$ cat config.mk
export PLATFORM = sky130hd
export DESIGN_NAME = pwmorc_top
export DESIGN_NICKNAME = d
export VERILOG_FILES = /design/src/hdl/pwmorc_pkg.sv /design/src/hdl/pwmorc_top.sv
export SDC_FILE = /design/constraint.sdc
export NUM_CORES = 1
export LEC_CHECK = 0
export BUFFER_PORTS_ARGS = -buffer_cell sky130_fd_sc_hd__buf_2
export CORE_MARGIN = 2
export CORE_UTILIZATION = 26
export CTS_CLUSTER_SIZE = 40
export DETAILED_ROUTE_END_ITERATION = 12
export GPL_TIMING_DRIVEN = 0
export MAX_ROUTING_LAYER = met4
export PLACE_DENSITY = 0.54
export SYNTH_ARGS = -nofsm -noshare
export SYNTH_HDL_FRONTEND = slang
export SYNTH_SLANG_ARGS = --single-unit
$ cat constraint.sdc
create_clock -name sys_clk -period 2 [get_ports sys_clk]
set_input_delay 0.1 -clock sys_clk [delete_from_list [all_inputs] [get_ports sys_clk]]
set_output_delay 0.1 -clock sys_clk [all_outputs]
set_load 0.01 [all_outputs]
$ cat src/hdl/pwmorc_pkg.sv
// Package of constants and types for the PWM output routing control block.
// Contract
// - Main pin enables gate PWM; reset high.
// - Clone enables of modules 0, 2 reset low.
// - Modules 0, 2 drive two maskable clones.
// - Per-channel inversion selects normal or complement.
// - Module pins 0-7: GPIO or PWM.
// - Break flag blocks channels 0-5 to GPIO.
// - Clock output toggles on each overflow: half overflow rate.
// - Clock pin select: P4.7 or P3.3.
// - Capture inputs 4, 2 from pin or timer.
// - Module 2 clones: P6.0/P6.1 or P3.4/P3.5.
// - Module 0 clones: P1.6/P1.7 or P6.0/P6.1.
// - Modules 0, 4 pin map select.
// - Modules 6, 7: P6.0/P6.1 or P3.0/P3.1.
// - Fixed-resolution center mode: 8/10/12/16 bits.
// - Variable resolution needs both mode bits set.
// - Variable center mode offers all compare modes.
// - Overflow flag at top or bottom select.
// - Center alignment on enabled channels, half frequency.
// - Break flag sticky; only software clears it.
package pwmorc_pkg;

  // ---------------------------------------------------------------------------
  // Sizes and pin indices
  // ---------------------------------------------------------------------------
  localparam int unsigned NUM_CH  = 8;
  localparam int unsigned NUM_PIN = 15;
  localparam int unsigned NUM_SRC = 13;
  localparam logic [3:0] PIN_P1_6 = 4'h0;
  localparam logic [3:0] PIN_P1_7 = 4'h1;
  localparam logic [3:0] PIN_P2_2 = 4'h2;
  localparam logic [3:0] PIN_P2_4 = 4'h3;
  localparam logic [3:0] PIN_P3_0 = 4'h4;
  localparam logic [3:0] PIN_P3_1 = 4'h5;
  localparam logic [3:0] PIN_P3_3 = 4'h6;
  localparam logic [3:0] PIN_P3_4 = 4'h7;
  localparam logic [3:0] PIN_P3_5 = 4'h8;
  localparam logic [3:0] PIN_P4_7 = 4'h9;
  localparam logic [3:0] PIN_P6_0 = 4'ha;
  localparam logic [3:0] PIN_P6_1 = 4'hb;
  localparam logic [3:0] PIN_CEX1 = 4'hc;
  localparam logic [3:0] PIN_CEX3 = 4'hd;
  localparam logic [3:0] PIN_CEX5 = 4'he;

  // ---------------------------------------------------------------------------
  // Register indices (byte address is four times the index) and pages
  // ---------------------------------------------------------------------------
  localparam logic [9:0] IDX_AUX    = 10'h0a4;
  localparam logic [9:0] IDX_PWM_PIN_OUTPUT_ENABLES   = 10'h0f1;
  localparam logic [9:0] IDX_BREAK  = 10'h0a1;
  localparam logic [9:0] IDX_MODE   = 10'h0bc;
  localparam logic [9:0] IDX_INVERT = 10'h0c0;
  localparam logic [9:0] IDX_ASSIGN = 10'h0c1;
  localparam logic [9:0] IDX_STATUS = 10'h0c2;
  localparam logic [9:0] IDX_PAGE   = 10'h0ff;
  localparam logic [7:0] PAGE_AUX5  = 8'h02;
  localparam logic [7:0] PAGE_AUX7  = 8'h04;
  localparam logic [7:0] PAGE_AUX8  = 8'h05;
  localparam logic [7:0] PAGE_AUX11 = 8'h08;

  // ---------------------------------------------------------------------------
  // Reset values and writable masks
  // ---------------------------------------------------------------------------
  localparam logic [7:0] RST_PWM_PIN_OUTPUT_ENABLES  = 8'h99;
  localparam logic [7:0] RST_AUX7  = 8'hc0;
  localparam logic [7:0] RST_AUX8  = 8'hc0;
  localparam logic [7:0] RST_ZERO  = 8'h00;
  localparam logic [7:0] MSK_AUX7  = 8'he0;
  localparam logic [7:0] MSK_AUX5  = 8'hf5;
  localparam logic [7:0] MSK_AUX8  = 8'he0;
  localparam logic [7:0] MSK_AUX11 = 8'h03;
  localparam logic [7:0] MSK_MODE  = 8'h83;

  // ---------------------------------------------------------------------------
  // Field positions
  // ---------------------------------------------------------------------------
  localparam int unsigned B_POE0 = 0;
  localparam int unsigned B_CLONE_A_ENABLE_CH0 = 1;
  localparam int unsigned B_CLONE_B_ENABLE_CH0 = 2;
  localparam int unsigned B_POE1 = 3;
  localparam int unsigned B_POE2 = 4;
  localparam int unsigned B_CLONE_A_ENABLE_CH2 = 5;
  localparam int unsigned B_CLONE_B_ENABLE_CH2 = 6;
  localparam int unsigned B_POE3 = 7;
  localparam int unsigned B_POE4 = 6;
  localparam int unsigned B_POE5 = 7;
  localparam int unsigned B_CKOE = 5;
  localparam int unsigned B_IN4SEL = 7;
  localparam int unsigned B_IN2SEL = 6;
  localparam int unsigned B_CL2SEL = 5;
  localparam int unsigned B_CL0SEL = 4;
  localparam int unsigned B_MODSEL = 2;
  localparam int unsigned B_CKPSEL = 0;
  localparam int unsigned B_POE6 = 6;
  localparam int unsigned B_POE7 = 7;
  localparam int unsigned B_S67SEL = 5;
  localparam int unsigned B_VARRES = 1;
  localparam int unsigned B_OFSBOT = 0;
  localparam int unsigned B_CENTER = 7;
  localparam int unsigned B_BRK = 4;
  localparam int unsigned B_OVF = 0;

  // ---------------------------------------------------------------------------
  // Types
  // ---------------------------------------------------------------------------
  typedef enum logic [3:0] {
    PWMORC_SEL_NONE, PWMORC_SEL_PAGE, PWMORC_SEL_PWM_PIN_OUTPUT_ENABLES, PWMORC_SEL_AUX5,
    PWMORC_SEL_AUX7, PWMORC_SEL_AUX8, PWMORC_SEL_AUX11, PWMORC_SEL_BREAK,
    PWMORC_SEL_MODE, PWMORC_SEL_INVERT, PWMORC_SEL_ASSIGN, PWMORC_SEL_STATUS
  } pwmorc_sel_t;

  typedef struct packed {
    logic [7:0] page;
    logic [7:0] pwm_pin_output_enables;
    logic [7:0] aux5;
    logic [7:0] aux7;
    logic [7:0] aux8;
    logic [7:0] aux11;
    logic [7:0] mode;
    logic [7:0] invert;
    logic [7:0] assign_pwm;
  } pwmorc_cfg_t;

  typedef struct packed {
    logic       center_align;
    logic       var_res;
    logic       ovf_at_bottom;
    logic       all_modes;
    logic [1:0] res_code;
  } pwmorc_mode_t;

  localparam pwmorc_cfg_t CFG_RST = '{
    page: RST_ZERO, pwm_pin_output_enables: RST_PWM_PIN_OUTPUT_ENABLES, aux5: RST_ZERO, aux7: RST_AUX7, aux8: RST_AUX8,
    aux11: RST_ZERO, mode: RST_ZERO, invert: RST_ZERO, assign_pwm: RST_ZERO};
  localparam pwmorc_mode_t MODE_RST = '{
    center_align: 1'b0, var_res: 1'b0, ovf_at_bottom: 1'b0, all_modes: 1'b1,
    res_code: 2'h0};

endpackage

$ cat src/hdl/pwmorc_top.sv
// Output stage, pin routing and mode control of the counter array PWM outputs.
//
// The APB slave port is this design's own decision.
`timescale 1ns/1ps
`default_nettype none

module pwmorc_top
  import pwmorc_pkg::*;
#(
  parameter int unsigned ADDR_W = 12
) (
  input  wire logic                sys_clk,                // System clock, 125 MHz.
  input  wire logic                nrst,                   // Asynchronous reset, active low.
  input  wire logic [ADDR_W-1:0]   paddr,                  // APB byte address.
  input  wire logic                psel,                   // APB select.
  input  wire logic                penable,                // APB enable.
  input  wire logic                pwrite,                 // APB direction, high for write.
  input  wire logic [31:0]         pwdata,                 // APB write data.
  input  wire logic [3:0]          pstrb,                  // APB byte strobes.
  output logic [31:0]              prdata,                 // APB read data.
  output logic                     pready,                 // APB ready.
  output logic                     pslverr,                // APB error, unmapped index.
  input  wire logic [NUM_CH-1:0]   main_pwm_output,        // Raw PWM waveforms of modules.
  input  wire logic                break_event,            // Break source pulse.
  input  wire logic                base_ovf,               // Base timer overflow pulse.
  input  wire logic                cycle_top,              // Center cycle top pulse.
  input  wire logic                cycle_bottom,           // Center cycle bottom pulse.
  input  wire logic [NUM_PIN-1:0]  gpio_latch,             // Port latch values per pin.
  input  wire logic [NUM_PIN-1:0]  pin_in,                 // Pin levels, asynchronous.
  input  wire logic                timer2_ext_input,       // Timer 2 external pin.
  input  wire logic                timer3_ext_input,       // Timer 3 external pin.
  output logic [NUM_PIN-1:0]       pin_out,                // Level presented to each pin.
  output logic [NUM_PIN-1:0]       pin_oe,                 // High while the array drives pin.
  output logic                     capture_in2,            // Capture input of module 2.
  output logic                     capture_in4,            // Capture input of module 4.
  output logic                     array_clock_out,        // Clock output level.
  output logic                     counter_overflow_flag,  // Sticky overflow flag.
  output logic                     break_flag,             // Sticky break flag.
  output pwmorc_mode_t             mode_out                // Mode towards the counter.
);

  // ---------------------------------------------------------------------------
  // Register decode
  // ---------------------------------------------------------------------------
  function automatic pwmorc_sel_t decode(input logic [ADDR_W-1:0] addr,
                                         input logic [7:0] page);
    logic [9:0] idx;
    idx = 10'(addr >> 2);
    if (addr[1:0] != 2'h0) begin
      decode = PWMORC_SEL_NONE;
    end else begin
      case (idx)
        IDX_PAGE:   decode = PWMORC_SEL_PAGE;
        IDX_PWM_PIN_OUTPUT_ENABLES:   decode = PWMORC_SEL_PWM_PIN_OUTPUT_ENABLES;
        IDX_BREAK:  decode = PWMORC_SEL_BREAK;
        IDX_MODE:   decode = PWMORC_SEL_MODE;
        IDX_INVERT: decode = PWMORC_SEL_INVERT;
        IDX_ASSIGN: decode = PWMORC_SEL_ASSIGN;
        IDX_STATUS: decode = PWMORC_SEL_STATUS;
        IDX_AUX: begin
          case (page)
            PAGE_AUX5:  decode = PWMORC_SEL_AUX5;
            PAGE_AUX7:  decode = PWMORC_SEL_AUX7;
            PAGE_AUX8:  decode = PWMORC_SEL_AUX8;
            PAGE_AUX11: decode = PWMORC_SEL_AUX11;
            default:    decode = PWMORC_SEL_NONE;
          endcase
        end
        default: decode = PWMORC_SEL_NONE;
      endcase
    end
  endfunction

  pwmorc_cfg_t   cfg;
  pwmorc_cfg_t   next_cfg;
  logic          next_break_flag;
  logic          next_counter_overflow_flag;
  logic          next_array_clock_out;
  logic [31:0]   next_prdata;
  logic          next_pready;
  logic          next_pslverr;
  logic          setup;
  logic          wr;
  pwmorc_sel_t   rd_sel;
  pwmorc_sel_t   wr_sel;
  logic [7:0]    wbyte;
  logic [7:0]    rbyte;
  logic          var_res_active;
  logic          ovf_event;

  assign setup  = psel & ~penable;
  assign wr     = psel & penable & pready & pwrite & pstrb[0];
  assign wbyte  = pwdata[7:0];
  assign rd_sel = decode(paddr, cfg.page);
  assign wr_sel = decode(paddr, cfg.page);

  // ---------------------------------------------------------------------------
  // Configuration registers
  // ---------------------------------------------------------------------------
  always_comb begin
    next_cfg = cfg;
    if (wr) begin
      case (wr_sel)
        PWMORC_SEL_PAGE:   next_cfg.page = wbyte;
        PWMORC_SEL_PWM_PIN_OUTPUT_ENABLES:   next_cfg.pwm_pin_output_enables = wbyte;
        PWMORC_SEL_AUX5:   next_cfg.aux5 = wbyte & MSK_AUX5;
        PWMORC_SEL_AUX7:   next_cfg.aux7 = wbyte & MSK_AUX7;
        PWMORC_SEL_AUX8:   next_cfg.aux8 = wbyte & MSK_AUX8;
        PWMORC_SEL_AUX11:  next_cfg.aux11 = wbyte & MSK_AUX11;
        PWMORC_SEL_MODE:   next_cfg.mode = wbyte & MSK_MODE;
        PWMORC_SEL_INVERT: next_cfg.invert = wbyte;
        PWMORC_SEL_ASSIGN: next_cfg.assign_pwm = wbyte;
        default:           next_cfg = cfg;
      endcase
    end
  end

  always_ff @(posedge sys_clk or negedge nrst) begin
    if (!nrst) begin
      cfg <= CFG_RST;
    end else begin
      cfg <= next_cfg;
    end
  end

  // ---------------------------------------------------------------------------
  // Sticky flags and clock output
  // ---------------------------------------------------------------------------
  // Set takes priority over a software clear in the same cycle, so no event is lost.
  assign var_res_active = cfg.aux11[B_VARRES] & cfg.mode[B_CENTER];
  always_comb begin
    if (var_res_active) begin
      ovf_event = cfg.aux11[B_OFSBOT] ? cycle_bottom : cycle_top;
    end else begin
      ovf_event = base_ovf;
    end
    next_break_flag = break_flag;
    if (wr && wr_sel == PWMORC_SEL_BREAK) begin
      next_break_flag = wbyte[B_BRK];
    end
    if (break_event) begin
      next_break_flag = 1'b1;
    end
    next_counter_overflow_flag = counter_overflow_flag;
    if (wr && wr_sel == PWMORC_SEL_STATUS && !wbyte[B_OVF]) begin
      next_counter_overflow_flag = 1'b0;
    end
    if (ovf_event) begin
      next_counter_overflow_flag = 1'b1;
    end
    if (!cfg.aux7[B_CKOE]) begin
      next_array_clock_out = 1'b0;
    end else if (base_ovf) begin
      next_array_clock_out = ~array_clock_out;
    end else begin
      next_array_clock_out = array_clock_out;
    end
  end

  always_ff @(posedge sys_clk or negedge nrst) begin
    if (!nrst) begin
      break_flag            <= 1'b0;
      counter_overflow_flag <= 1'b0;
      array_clock_out       <= 1'b0;
    end else begin
      break_flag            <= next_break_flag;
      counter_overflow_flag <= next_counter_overflow_flag;
      array_clock_out       <= next_array_clock_out;
    end
  end

  // ---------------------------------------------------------------------------
  // APB answer
  // ---------------------------------------------------------------------------
  // Read data is captured in the setup cycle so every output stays a flip-flop;
  // the price is one access cycle per transfer.
  always_comb begin
    case (rd_sel)
      PWMORC_SEL_PAGE:   rbyte = cfg.page;
      PWMORC_SEL_PWM_PIN_OUTPUT_ENABLES:   rbyte = cfg.pwm_pin_output_enables;
      PWMORC_SEL_AUX5:   rbyte = cfg.aux5;
      PWMORC_SEL_AUX7:   rbyte = cfg.aux7;
      PWMORC_SEL_AUX8:   rbyte = cfg.aux8;
      PWMORC_SEL_AUX11:  rbyte = cfg.aux11;
      PWMORC_SEL_BREAK:  rbyte = {3'h0, break_flag, 4'h0};
      PWMORC_SEL_MODE:   rbyte = cfg.mode;
      PWMORC_SEL_INVERT: rbyte = cfg.invert;
      PWMORC_SEL_ASSIGN: rbyte = cfg.assign_pwm;
      PWMORC_SEL_STATUS: rbyte = {4'h0, break_flag, var_res_active, array_clock_out,
                                  counter_overflow_flag};
      default:           rbyte = 8'h00;
    endcase
    next_pready  = setup;
    next_pslverr = setup & (rd_sel == PWMORC_SEL_NONE);
    next_prdata  = (setup & ~pwrite) ? {24'h000000, rbyte} : 32'h00000000;
  end

  always_ff @(posedge sys_clk or negedge nrst) begin
    if (!nrst) begin
      pready  <= 1'b0;
      pslverr <= 1'b0;
      prdata  <= 32'h00000000;
    end else begin
      pready  <= next_pready;
      pslverr <= next_pslverr;
      prdata  <= next_prdata;
    end
  end

  // ---------------------------------------------------------------------------
  // Pin inputs and capture routing
  // ---------------------------------------------------------------------------
  logic [NUM_PIN-1:0] pin_meta;
  logic [NUM_PIN-1:0] pin_sync;
  logic [1:0]         tex_meta;
  logic [1:0]         tex_sync;
  logic               next_capture_in2;
  logic               next_capture_in4;

  always_ff @(posedge sys_clk or negedge nrst) begin
    if (!nrst) begin
      pin_meta <= '0;
      pin_sync <= '0;
      tex_meta <= 2'h0;
      tex_sync <= 2'h0;
    end else begin
      pin_meta <= pin_in;
      pin_sync <= pin_meta;
      tex_meta <= {timer3_ext_input, timer2_ext_input};
      tex_sync <= tex_meta;
    end
  end

  always_comb begin
    next_capture_in2 = cfg.aux5[B_IN2SEL] ? tex_sync[1] : pin_sync[PIN_P2_4];
    if (cfg.aux5[B_IN4SEL]) begin
      next_capture_in4 = tex_sync[0];
    end else begin
      next_capture_in4 = cfg.aux5[B_MODSEL] ? pin_sync[PIN_P3_1] : pin_sync[PIN_P1_7];
    end
  end

  always_ff @(posedge sys_clk or negedge nrst) begin
    if (!nrst) begin
      capture_in2 <= 1'b0;
      capture_in4 <= 1'b0;
    end else begin
      capture_in2 <= next_capture_in2;
      capture_in4 <= next_capture_in4;
    end
  end

  // ---------------------------------------------------------------------------
  // Output stage and pin placement
  // ---------------------------------------------------------------------------
  // Sources are placed in list order, so a later source wins a pin shared by two.
  logic [NUM_CH-1:0]  wave;
  logic [NUM_CH-1:0]  main_en;
  logic [NUM_CH-1:0]  main_drv;
  logic [3:0]         src_pin [NUM_SRC];
  logic [NUM_SRC-1:0] src_drv;
  logic [NUM_SRC-1:0] src_val;
  logic [NUM_PIN-1:0] next_pin_out;
  logic [NUM_PIN-1:0] next_pin_oe;
  pwmorc_mode_t       next_mode_out;

  assign wave    = main_pwm_output ^ cfg.invert;
  assign main_en = {cfg.aux8[B_POE7], cfg.aux8[B_POE6], cfg.aux7[B_POE5], cfg.aux7[B_POE4],
                    cfg.pwm_pin_output_enables[B_POE3], cfg.pwm_pin_output_enables[B_POE2], cfg.pwm_pin_output_enables[B_POE1], cfg.pwm_pin_output_enables[B_POE0]};

  always_comb begin
    for (int i = 0; i < NUM_CH; i++) begin
      main_drv[i] = cfg.assign_pwm[i] & main_en[i] & ~(break_flag & (i < 6));
    end
    src_pin[0]  = cfg.aux5[B_MODSEL] ? PIN_P3_0 : PIN_P2_2;
    src_pin[1]  = PIN_CEX1;
    src_pin[2]  = PIN_P2_4;
    src_pin[3]  = PIN_CEX3;
    src_pin[4]  = cfg.aux5[B_MODSEL] ? PIN_P3_1 : PIN_P1_7;
    src_pin[5]  = PIN_CEX5;
    src_pin[6]  = cfg.aux8[B_S67SEL] ? PIN_P3_0 : PIN_P6_0;
    src_pin[7]  = cfg.aux8[B_S67SEL] ? PIN_P3_1 : PIN_P6_1;
    src_pin[8]  = cfg.aux5[B_CL0SEL] ? PIN_P6_0 : PIN_P1_6;
    src_pin[9]  = cfg.aux5[B_CL0SEL] ? PIN_P6_1 : PIN_P1_7;
    src_pin[10] = cfg.aux5[B_CL2SEL] ? PIN_P3_4 : PIN_P6_0;
    src_pin[11] = cfg.aux5[B_CL2SEL] ? PIN_P3_5 : PIN_P6_1;
    src_pin[12] = cfg.aux5[B_CKPSEL] ? PIN_P3_3 : PIN_P4_7;
    src_drv[7:0] = main_drv;
    src_val[7:0] = wave;
    src_drv[8]  = cfg.pwm_pin_output_enables[B_CLONE_A_ENABLE_CH0] & ~break_flag;
    src_drv[9]  = cfg.pwm_pin_output_enables[B_CLONE_B_ENABLE_CH0] & ~break_flag;
    src_drv[10] = cfg.pwm_pin_output_enables[B_CLONE_A_ENABLE_CH2] & ~break_flag;
    src_drv[11] = cfg.pwm_pin_output_enables[B_CLONE_B_ENABLE_CH2] & ~break_flag;
    src_val[8]  = wave[0];
    src_val[9]  = wave[0];
    src_val[10] = wave[2];
    src_val[11] = wave[2];
    src_drv[12] = cfg.aux7[B_CKOE];
    src_val[12] = array_clock_out;
    next_pin_out = gpio_latch;
    next_pin_oe  = '0;
    for (int k = 0; k < NUM_SRC; k++) begin
      if (src_drv[k]) begin
        next_pin_out[src_pin[k]] = src_val[k];
        next_pin_oe[src_pin[k]]  = 1'b1;
      end
    end
    next_mode_out.center_align  = cfg.mode[B_CENTER];
    next_mode_out.var_res       = var_res_active;
    next_mode_out.ovf_at_bottom = cfg.aux11[B_OFSBOT];
    next_mode_out.all_modes     = ~cfg.mode[B_CENTER] | var_res_active;
    next_mode_out.res_code      = cfg.mode[1:0];
  end

  always_ff @(posedge sys_clk or negedge nrst) begin
    if (!nrst) begin
      pin_out  <= '0;
      pin_oe   <= '0;
      mode_out <= MODE_RST;
    end else begin
      pin_out  <= next_pin_out;
      pin_oe   <= next_pin_oe;
      mode_out <= next_mode_out;
    end
  end

endmodule // pwmorc_top

`default_nettype wire

After elaboration in Yosys (flattened, before gate mapping)
Cells that the tools add are included.
W data, S select, Z words.
- bitwise logic cells: 41
- mux-type cells: 78
- equality and inequality tests: 24
- order comparisons: 18
- reductions and logical operators: 26
- operators with widths (kind ; number):
    $mux W15 ; 18
    $bwmux W15 ; 9
    $or A15 B15 Y15 ; 8
    $pmux W8 S11 ; 1
    $eq A10 B8 Y1 const B ; 8
    $demux W1 S4 ; 9
    $lt A4 B5 Y1 const B ; 7
    $pmux W4 S8 ; 1
    $ge A4 B1 Y1 const B ; 7
    $mux W1 ; 28
    $mux W4 ; 7
    $and A1 B1 Y1 ; 26
    $reduce_and A2 Y1 ; 9
    $eq A4 B3 Y1 const B ; 4
    $eq A4 B4 Y1 const B ; 4
    $eq A8 B3 Y1 const B ; 2
    $logic_and A1 B1 Y1 ; 12
    $pmux W3 S4 ; 1
    $lt A3 B5 Y1 const B ; 2
    $eq A4 B2 Y1 const B ; 2
    $eq A8 B2 Y1 const B ; 1
    $eq A8 B4 Y1 const B ; 1
    $mux W8 ; 1
    $xor A8 B8 Y8 ; 1
    10 further kinds ; 18
- input port bits: 97
- logic and storage cells: 215
- flip-flop bits (word level): 116

Longest topological paths before layout
Gate-level depths: netlist of run 1.
- word-level depth: 25
- gate-level depth with buffers: 9
- mapped depth without buffers: 7

Least setup slack after synthesis of run 1
Ideal clock, no wire load.
- path kind: reg2reg
- start: register cfg[69] in the netlist's numbering
- end: register cfg[48] in the netlist's numbering
- setup slack: -0.244 ns
- buffers on the path: 0
- arrival time: 2.119 ns
- cell stages (with the launch flop): 8
- path through: dfrtp_1 -> nor4_4 -> nand4_2 -> a211o_4 -> nand2_4 -> nand2_4 -> nor4_4 -> mux2_2
- word-level cells in the longest chain between the ends: 6
- elaborated cells between the ends (all ways): 9
- classes of those cells: 5 x eq/ne; 3 x mux; 1 x reduce/logical
- ends and longest elaborated chain (what ; line ; text):
    from (decl) ; pwmorc_top.sv:74 ; pwmorc_cfg_t cfg;
    from (signal assigned) ; pwmorc_top.sv:122 ; cfg <= next_cfg;
    $eq A8 B4 Y1, or another cell as far along ; pwmorc_top.sv:61 ; case (page)
    $pmux W3 S4 * ; pwmorc_top.sv:61 ;
    $pmux W4 S8 * ; pwmorc_top.sv:52 ; case (idx)
    $mux W4 * ; pwmorc_top.sv:49 ; if (addr[1:0] != 2'h0) begin
    $eq A4 B2 Y1 * ; pwmorc_top.sv:103 ; case (wr_sel)
    $reduce_and A2 Y1 (no source line) * ; n/a ;
Mark *: on every way between the ends. The rest lies on a longest branch, timed or not.
A chain may end at the register's enable or synchronous reset.

Worst setup path after layout of run 1
- start: register cfg[69] in the netlist's numbering
- end: register prdata[7]
- word-level cells in the longest chain between the ends: 7
- elaborated cells between the ends (all ways): 20
- classes of those cells: 15 x eq/ne; 5 x mux
- ends and longest elaborated chain (what ; line ; text):
    $eq A8 B4 Y1, or another cell as far along ; pwmorc_top.sv:61 ;
    $pmux W3 S4 * ; pwmorc_top.sv:61 ;
    $pmux W4 S8 * ; pwmorc_top.sv:52 ;
    $mux W4 * ; pwmorc_top.sv:49 ;
    $eq A4 B4 Y1, or another cell as far along ; pwmorc_top.sv:178 ; case (rd_sel)
    $pmux W8 S11 * ; pwmorc_top.sv:178 ;
    $mux W8 * ; pwmorc_top.sv:195 ; next_prdata = (setup & ~pwrite) ? {24'h000000, rbyte} : 32'h00000000;
    via next_prdata[7] ; pwmorc_top.sv:79 ; logic [31:0] next_prdata;
    to (signal assigned) ; pwmorc_top.sv:206 ; prdata <= next_prdata;
    to (decl) ; pwmorc_top.sv:20 ; output logic [31:0] prdata,
Mark *: on every way through the listed nets, which the timed path passes. The rest lies on a longest branch.

==> results of run 1 <==
per-stage QoR:
| stage | setup TNS (ns) | instances |
|---|---|---|
| after detailed placement | -22.98 | 842 |
| final | -8.692 | 904 |
| after CTS | -11.87 | 894 |
| after global placement | -66.13 | 841 |
| after global routing | -12.56 | 904 |
| after floorplan | -1.885 | 470 |
kinds of logic after synthesis:
| group | count (synthesis) |
|---|---|
| compound gates | 62 |
| xor+xnor | 12 |
| other cells | 1 |
| flops | 110 |
| buf+inv | 33 |
| simple gates | 157 |
| mux | 72 |
routing by layer:
layer | vias to the layer above | global-route usage (%) | wire length (µm)
met5 | - | - | 0
met4 | 0 | 5.245 | 338
met3 | 26 | 3.605 | 818
met2 | 135 | 24.86 | 7783
met1 | 2029 | 19.12 | 6858
li1 | 1938 | - | -
flip-flops by register name, indices dropped and copies added (netlist names):
name,count
pslverr,1
pin_meta,3
tex_sync,2
pin_oe,15
capture_in4,1
tex_meta,2
break_flag,1
capture_in2,1
array_clock_out,1
pin_out,15
pin_sync,3
cfg,49
mode_out,6
counter_overflow_flag,1
pready,1
prdata,8
power by group:
group / internal [mW] / leakage [nW] / switching [mW]
sequential: 2.25 / 1.42 / 0.00759
combinational: 0.153 / 1.86 / 0.188
clock: 0.893 / 0.134 / 0.851
total: 3.30 / 3.42 / 1.05
worst min-delay path, delay by kind of cell:
family | cells | cell delay [ns]
buffers and inverters | 1 | 0.09
AO/OA/AOI/OAI | 1 | 0.10
AND/OR/NAND/NOR | 1 | 0.04
area by class of cell:
class,count,area (µm²)
inverters,1,3.754
flip-flops and latches,110,2769
plain buffers,32,236.5
well taps,265,331.6
clock buffers,11,242.7
fillers,1939,12260
multi-input cells,327,2673
repair buffers,153,1032
clock inverters,5,43.79
placed cells by master (no fill, tap or decap), types with 3 or more instances in the layout:
cell type                       synthesis  routed
sky130_fd_sc_hd__buf_2                  3     107
sky130_fd_sc_hd__dfrtp_1              101      97
sky130_fd_sc_hd__mux2_2                65      45
sky130_fd_sc_hd__buf_4                 26      41
sky130_fd_sc_hd__nand2_1               43      37
sky130_fd_sc_hd__conb_1                 1      24
sky130_fd_sc_hd__mux2_4                 0      20
sky130_fd_sc_hd__nor2_1                23      19
sky130_fd_sc_hd__dlygate4sd3_1          0      17
sky130_fd_sc_hd__o21ai_0               18      14
sky130_fd_sc_hd__buf_6                  0      13
sky130_fd_sc_hd__nand3_1               13      12
sky130_fd_sc_hd__and3_1                12      11
sky130_fd_sc_hd__xor2_1                10      10
sky130_fd_sc_hd__dfstp_2                9       9
sky130_fd_sc_hd__clkbuf_16              0       9
sky130_fd_sc_hd__and2_1                 9       8
sky130_fd_sc_hd__nor2b_1                7       7
sky130_fd_sc_hd__a21oi_1               10       7
sky130_fd_sc_hd__nor3_1                 8       7
sky130_fd_sc_hd__mux2i_1                7       6
sky130_fd_sc_hd__nor2_4                 0       6
sky130_fd_sc_hd__nand4_1                6       6
sky130_fd_sc_hd__nand3b_1               5       5
sky130_fd_sc_hd__buf_12                 0       5
sky130_fd_sc_hd__nand2b_1               4       4
sky130_fd_sc_hd__nand2_4                2       4
sky130_fd_sc_hd__dfrtp_2                0       4
sky130_fd_sc_hd__nor4_4                 3       3
sky130_fd_sc_hd__a22oi_1                3       3
sky130_fd_sc_hd__o21ai_1                1       3
sky130_fd_sc_hd__a21oi_2                0       3
sky130_fd_sc_hd__a31oi_2                0       3
sky130_fd_sc_hd__nand2_2                1       3
timing repair:
action	4_1_cts	5_1_grt
hold buffers	17	0
endpoints found under the hold margin	81	0
gates resized for setup	46	50
setup buffers	20	11
endpoints found under the setup margin	46	55
pin swaps	13	21
how the worst max path moves through the flow:
stage                                         to  slack (ns)  depth (start not counted)
after CTS                 break_flag$_DFFE_PN0P_       -0.42                          9
after detailed placement     cfg[24]$_DFFE_PN0P_       -0.84                          6
after global routing         cfg[55]$_DFFE_PN0P_       -0.41                          9
after floorplan              cfg[48]$_DFFE_PN0P_       -0.24                          7
final                        prdata[7]$_DFF_PN0_       -0.33                          8
after global placement       cfg[25]$_DFFE_PN0P_       -0.77                          6
==> reports/summary.txt, run 1 <==
========================================================================================================
Min cycle time layout                                                                           2.330 ns
GRT Util Overall                                                                                  15.44%
Cell taking the most area after synthesis                                                   sky130_fd_sc_hd__dfrtp_1
Register-to-register setup slack                                                                -0.33 ns
Depth of the worst register-to-register path                                                           8
Violation count after the first detailed-routing iteration                                           167
Delay contributed by the slowest stage of the critical path                                      0.44 ns
Commonest cells in the netlist                                                              sky130_fd_sc_hd__dfrtp_1 (101), sky130_fd_sc_hd__mux2_2 (65), sky130_fd_sc_hd__nand2_1 (43)
Via-per-instance ratio                                                                             4.566
CTS Buf Count                                                                                          9
Placeable core region                                                                        0.01959 mm²
Origin of the critical flop-to-flop path                                                    cfg[69]$_DFFE_PN0P_
Family with the most delay on the worst path                                                simple AND/OR/NAND/NOR gates
CTS max path bufs                                                                                      2
Routability congestion estimate                                                                   0.8665
Remaining max-slew budget at the tightest pin                                                     36.68%
Post-synthesis average cell area                                                               11.70 µm²
Flip-flop and latch count after synthesis                                                            110
CTS tree                                                                                           built
Wire length of the first global-routing pass                                                    24.76 mm
Share of the clock period used by the worst path after layout                                     116.5%
Crit path max-delay cell type                                                               sky130_fd_sc_hd__or3b_4
Ratio of cells with drive above 1 in the final layout                                             48.83%
Element type at the critical path start                                                        flip-flop
Initial core utilization                                                                          26.69%
Die outline width                                                                               145.8 µm
Synth Area in Adders                                                                                  0%
Hpwl dp                                                                                         11.43 mm
Number of distinct standard cells referenced by the synthesized netlist                               64
Power per standard cell area                                                                592.6 mW/mm²
DR pass1 iterations                                                                                    4
Post-synthesis instance area                                                                0.005229 mm²
End of the worst register-to-register path                                                  prdata[7]$_DFF_PN0_
Wire length after detailed routing                                                              15.80 mm
Largest vdd supply drop                                                                        0.4724 mV
Die area                                                                                     0.02126 mm²
Share of the synthesized area in compound gates (AO/OA/AOI/OAI)                                   8.112%
Worst Slack Setup Final                                                                       -0.3304 ns
Unrepaired setup endpoints after global routing                                                     true
Number of stages on the worst hold path                                                                3
Initial antenna violation count                                                                        0
Main combinational cell family by area after synthesis                                      simple AND/OR/NAND/NOR gates
Cell row count                                                                                        51
Grt total ovfl                                                                                         0
Insertion delay of the later-clocked pin in the worst-skew pair                                  0.37 ns
Total Power                                                                                     4.345 mW
Detail Route Antenna Nets                                                                              0
Category of the critical setup timing path                                                       reg2reg
Synthesized instance count                                                                           447
CP Capture Type                                                                                flip-flop
Placed inst area                                                                            0.006223 mm²
Violations in the final reports                                                             negative setup slack
Number of global-route vias before repair                                                           4314
DR WL/cell                                                                                      17.48 µm
Data arrival, critical path                                                                      2.60 ns
Share of the synthesized area in the top cell type                                                48.34%
EDFF count, synth                                                                                      0
Share of the yosys chip area belonging to registers                                               52.86%
Die Y-Extent                                                                                    145.8 µm
Root Buffer                                                                                 sky130_fd_sc_hd__clkbuf_16
Number of endpoints failing setup at the final stage                                                  42
Post-layout util                                                                                  37.43%
Max-cap viol count                                                                                     0
Req. time, crit path                                                                             2.26 ns
Critical path peak fanout                                                                              6
Maximum number of pins on one net before global-route repair                                          72
Post-CTS clock slew at the launch and capture registers of the worst setup and hold paths        0.07 ns
Post-synthesis simple-gate area fraction                                                          17.30%
TritonCTS sink count                                                                                 110
Via count                                                                                           4128
Post-synthesis to final-layout area growth                                                        40.22%
Post-detailed-route DRC marker count                                                                   0
Final hold vios                                                                                        0
Pins Over Slew Limit                                                                                   0
Result of the run                                                                           finished with violations
Static leakage power                                                                            3.417 nW
Dominant cell by count in the synthesized netlist                                           sky130_fd_sc_hd__dfrtp_1
Startpoint of the tightest hold check path                                                  gpio_latch[2]
Total non-filler cell area in the finished layout                                           0.007332 mm²
Count of warnings emitted by yosys                                                                     0
Beginning of the critical path                                                              cfg[69]$_DFFE_PN0P_
Hold slack final                                                                              0.01632 ns
Largest cells by area after synthesis                                                       sky130_fd_sc_hd__dfrtp_1 (48%), sky130_fd_sc_hd__mux2_2 (14%), sky130_fd_sc_hd__dfstp_2 (4.5%), sky130_fd_sc_hd__buf_4 (3.7%), sky130_fd_sc_hd__nand2_1 (3.1%)
Worst setup skew after layout                                                                 0.01380 ns
Class of the tightest hold or removal check                                                       in2reg
Count of inserted antenna diode cells                                                                  0
Net total in the final layout                                                                        731
Hold EP                                                                                     pin_out[2]$_DFF_PN0_
Max Clk Rate                                                                                   429.1 MHz
Critical path cell sequence                                                                 nor4_4 -> nand4_4 -> o22ai_4 -> buf_6 -> nor2_4 -> or3b_4 -> o22a_1 -> a31oi_2
H-tree levels                                                                                          3
Buf+Inv Stages, Crit Path                                                                              1
Primary flip-flop cell chosen by synthesis mapping                                          sky130_fd_sc_hd__dfrtp_1
Multiplexer share of the synthesized area                                                         15.34%
Share of flip-flops with an asynchronous set or reset                                             100.0%
Port bufs                                                                                            106
Worst Tran Pin Value                                                                           0.9412 ns
Place WS                                                                                      -0.8371 ns
Ports placed on the boundary                                                                         172
Synthesized-area fraction occupied by xor and xnor cells                                          2.010%
========================================================================================================
Note: power is estimated with default switching activity, not from simulation.
==> run 2, diff against run 1 <==
PLACE_DENSITY = 0.53   (was 0.54)
clock period = 2.5 ns   (was 2 ns; I/O delays follow)
==> run 2 against run 1 <==
The run now ends clean. Power shrank 19%. Global-route usage shrank 0.62 points. Register-to-register slack improved by 0.35 ns. Critical path depth is the same. Sequential share of layout area increased by 2.9 points. Combinational power shrank 23%. Flip-flop and latch count did not move. Sequential power is 20% lower. Fmax is 6.2% lower. Clock power is 17% lower.
==> reports/summary.txt, run 2 (synthesis gave the netlist of run 1 again) <==
========================================================================================================
Register-to-register setup slack                                                                 0.02 ns   +0.35 ns
TritonCTS sink count                                                                                 110   unchanged
Die outline width                                                                               145.8 µm   unchanged
Via-per-instance ratio                                                                             4.510   -1.2%
Combinational share of power                                                                        7.4%   -0.4 points
End of the worst register-to-register path                                                  cfg[55]$_DFFE_PN0P_
GRT Util Overall                                                                                  14.82%   -0.62 points
Unrepaired setup endpoints after global routing                                                     true
Critical Path End                                                                           cfg[55]$_DFFE_PN0P_
Worst setup skew after layout                                                                 0.01799 ns   +0.004194 ns
Result of the run                                                                              completed
Number of flip-flops in the largest register                                                          49   unchanged
Reg with most FFs                                                                                    cfg
Ports placed on the boundary                                                                         172   unchanged
Via count                                                                                           3964   -4.0%
Final hold vios                                                                                        0   unchanged
Req. time, crit path                                                                             2.73 ns   +0.47 ns
H-tree levels                                                                                          3   unchanged
Die Y-Extent                                                                                    145.8 µm   unchanged
Beginning of the critical path                                                              cfg[68]$_DFFE_PN0P_
Power per standard cell area                                                                515.8 mW/mm²   -13%
Maximum number of pins on one net before global-route repair                                          70   -2.8%
Hold slack final                                                                             0.008945 ns   -0.007374 ns
Wire length of the first global-routing pass                                                    23.67 mm   -4.4%
Min cycle time layout                                                                           2.484 ns   +0.1537 ns
Max-cap viol count                                                                                     0   unchanged
Routability congestion estimate                                                                   0.8861   +2.3%
DR WL/cell                                                                                      17.25 µm   -1.3%
Number of global-route vias before repair                                                           4092   -5.1%
Depth of the worst register-to-register path                                                           8   unchanged
DR pass1 iterations                                                                                    4   unchanged
Placed inst area                                                                            0.006207 mm²   -0.26%
Port bufs                                                                                            106   unchanged
Class of the tightest hold or removal check                                                       in2reg
Post-CTS clock slew at the launch and capture registers of the worst setup and hold paths        0.07 ns   about the same
Worst Tran Pin Value                                                                           0.9956 ns   +0.05443 ns
Data arrival, critical path                                                                      2.72 ns   +0.12 ns
Filler cell count                                                                                   1991   +2.7%
Internal cell power                                                                             2.706 mW   -18%
Grt total ovfl                                                                                         0   unchanged
Ratio of cells with drive above 1 in the final layout                                             42.25%   -6.6 points
CTS tree                                                                                           built
Worst Slack Setup Final                                                                       0.01586 ns   +0.3463 ns
Largest vdd supply drop                                                                        0.3632 mV   -23%
Total non-filler cell area in the finished layout                                           0.006802 mm²   -7.2%
Element type at the critical path start                                                        flip-flop
Remaining max-slew budget at the tightest pin                                                     33.38%   -3.3 points
Category of the critical setup timing path                                                       reg2reg
Pins Over Slew Limit                                                                                   0   unchanged
Number of endpoints failing setup at the final stage                                                   0   -100%
Net total in the final layout                                                                        705   -3.6%
Cell row count                                                                                        51   unchanged
CP Capture Type                                                                                flip-flop
Violation count after the first detailed-routing iteration                                           182   +9.0%
Detail Route Antenna Nets                                                                              0   unchanged
Switching part of the total                                                                       22.86%   -1.2 points
Place WS                                                                                      -0.3170 ns   +0.5201 ns
Largest registers in the final layout                                                       cfg (49), pin_oe (15), pin_out (15)
CTS max path bufs                                                                                      2   unchanged
Origin of the critical flop-to-flop path                                                    cfg[68]$_DFFE_PN0P_
Net load switching power                                                                        802.1 µW   -23%
Most frequent standard cell in the layout excluding fill and tap cells                      sky130_fd_sc_hd__buf_2
Root Buffer                                                                                 sky130_fd_sc_hd__clkbuf_16
Fraction of power consumed by the clock network                                                    41.0%   +0.9 points
Max Clk Rate                                                                                   402.6 MHz   -6.2%
Critical path peak fanout                                                                              7   +1
Share of the clock period used by the worst path after layout                                     99.37%   -17 points
Insertion delay of the later-clocked pin in the worst-skew pair                                  0.36 ns   about the same
Post-synthesis to final-layout area growth                                                        30.08%
Wire length after detailed routing                                                              15.16 mm   -4.0%
Initial antenna violation count                                                                        1   +1
Static leakage power                                                                            3.220 nW   -5.8%
Share of total power in sequential cells                                                           51.5%   -0.5 points
Commonest cells after routing, fill and taps aside                                          sky130_fd_sc_hd__buf_2 (107), sky130_fd_sc_hd__dfrtp_1 (100), sky130_fd_sc_hd__mux2_2 (59)
CTS Buf Count                                                                                          9   unchanged
Post-detailed-route DRC marker count                                                                   0   unchanged
Initial core utilization                                                                          26.69%   unchanged
Placeable core region                                                                        0.01959 mm²   unchanged
Hpwl dp                                                                                         11.44 mm   about the same
Die area                                                                                     0.02126 mm²   unchanged
========================================================================================================
==> run 2: final cells by class <==
class / count / area [µm²] / area share, %
buffer: 32 / 229.0 / 3.366
tap: 265 / 331.6 / 4.875
timing repair buffer: 127 / 748.2 / 11.00
inverter: 1 / 3.754 / 0.05519
sequential: 110 / 2765 / 40.65
antenna: 1 / 2.502 / 0.03679
multi-input combinational: 327 / 2427 / 35.69
clock inverter: 4 / 57.56 / 0.8462
clock buffer: 12 / 236.5 / 3.477
==> run 2: through the flow <==
stage	total power, mW	cells	utilization [%]	TNS, ns
global placement	2.073	841	31.53	-4.317
CTS	3.556	871	34.00	-0.01855
detailed placement	2.086	842	31.69	-5.502
floorplan	1.948	470	-	0
global route	3.674	879	34.72	-0.5083
finish	3.508	879	34.72	0
==> run 2: worst min-delay path by stage <==
stage,startpoint,endpoint,cells after the start
floorplan,nrst,array_clock_out$_DFFE_PN0P_,0
global placement,timer3_ext_input,tex_meta[1]$_DFF_PN0_,1
detailed placement,nrst,mode_out[4]$_DFF_PN0_,1
CTS,gpio_latch[6],pin_out[6]$_DFF_PN0_,2
global route,gpio_latch[6],pin_out[6]$_DFF_PN0_,2
finish,gpio_latch[6],pin_out[6]$_DFF_PN0_,2
==> run 2: power groups by stage <==
stage / logic [mW] / registers (mW) / clock network [mW]
finish: 0.261 / 1.81 / 1.44
floorplan: 0.0964 / 1.85 / 0
detailed placement: 0.244 / 1.84 / 0
global placement: 0.231 / 1.84 / 0
global route: 0.290 / 1.81 / 1.57
CTS: 0.259 / 1.81 / 1.49
==> run 2: critical path: stages, from the launching register on <==
cell                      delay (ns)
sky130_fd_sc_hd__dfrtp_2        0.46
sky130_fd_sc_hd__nor4_4         0.36
sky130_fd_sc_hd__nand4_4        0.19
sky130_fd_sc_hd__a211o_4        0.38
sky130_fd_sc_hd__nand2_8        0.12
sky130_fd_sc_hd__nand2_4        0.07
sky130_fd_sc_hd__nor4_4         0.28
sky130_fd_sc_hd__buf_6          0.20
sky130_fd_sc_hd__mux2_4         0.30
==> run 2: what timing repair did <==
action / in CTS / in global routing
endpoints found under the setup margin: 26 / 34
hold buffers: 10 / 2
resized for setup: 7 / 22
endpoints found under the hold margin: 45 / 2
buffers inserted: 3 / 5
pin swaps: 4 / 7
==> run 2: layer usage <==
layer  track usage [%]  wire length, µm  part of all wire [%]  vias to the layer above
met5                 -                0                     0                        -
met4             3.529              117                  0.77                        0
met3             3.605              800                   5.3                        6
met2             23.96             7591                    50                      117
met1             18.78             6655                    44                     1952
li1                  -                -                     -                     1889
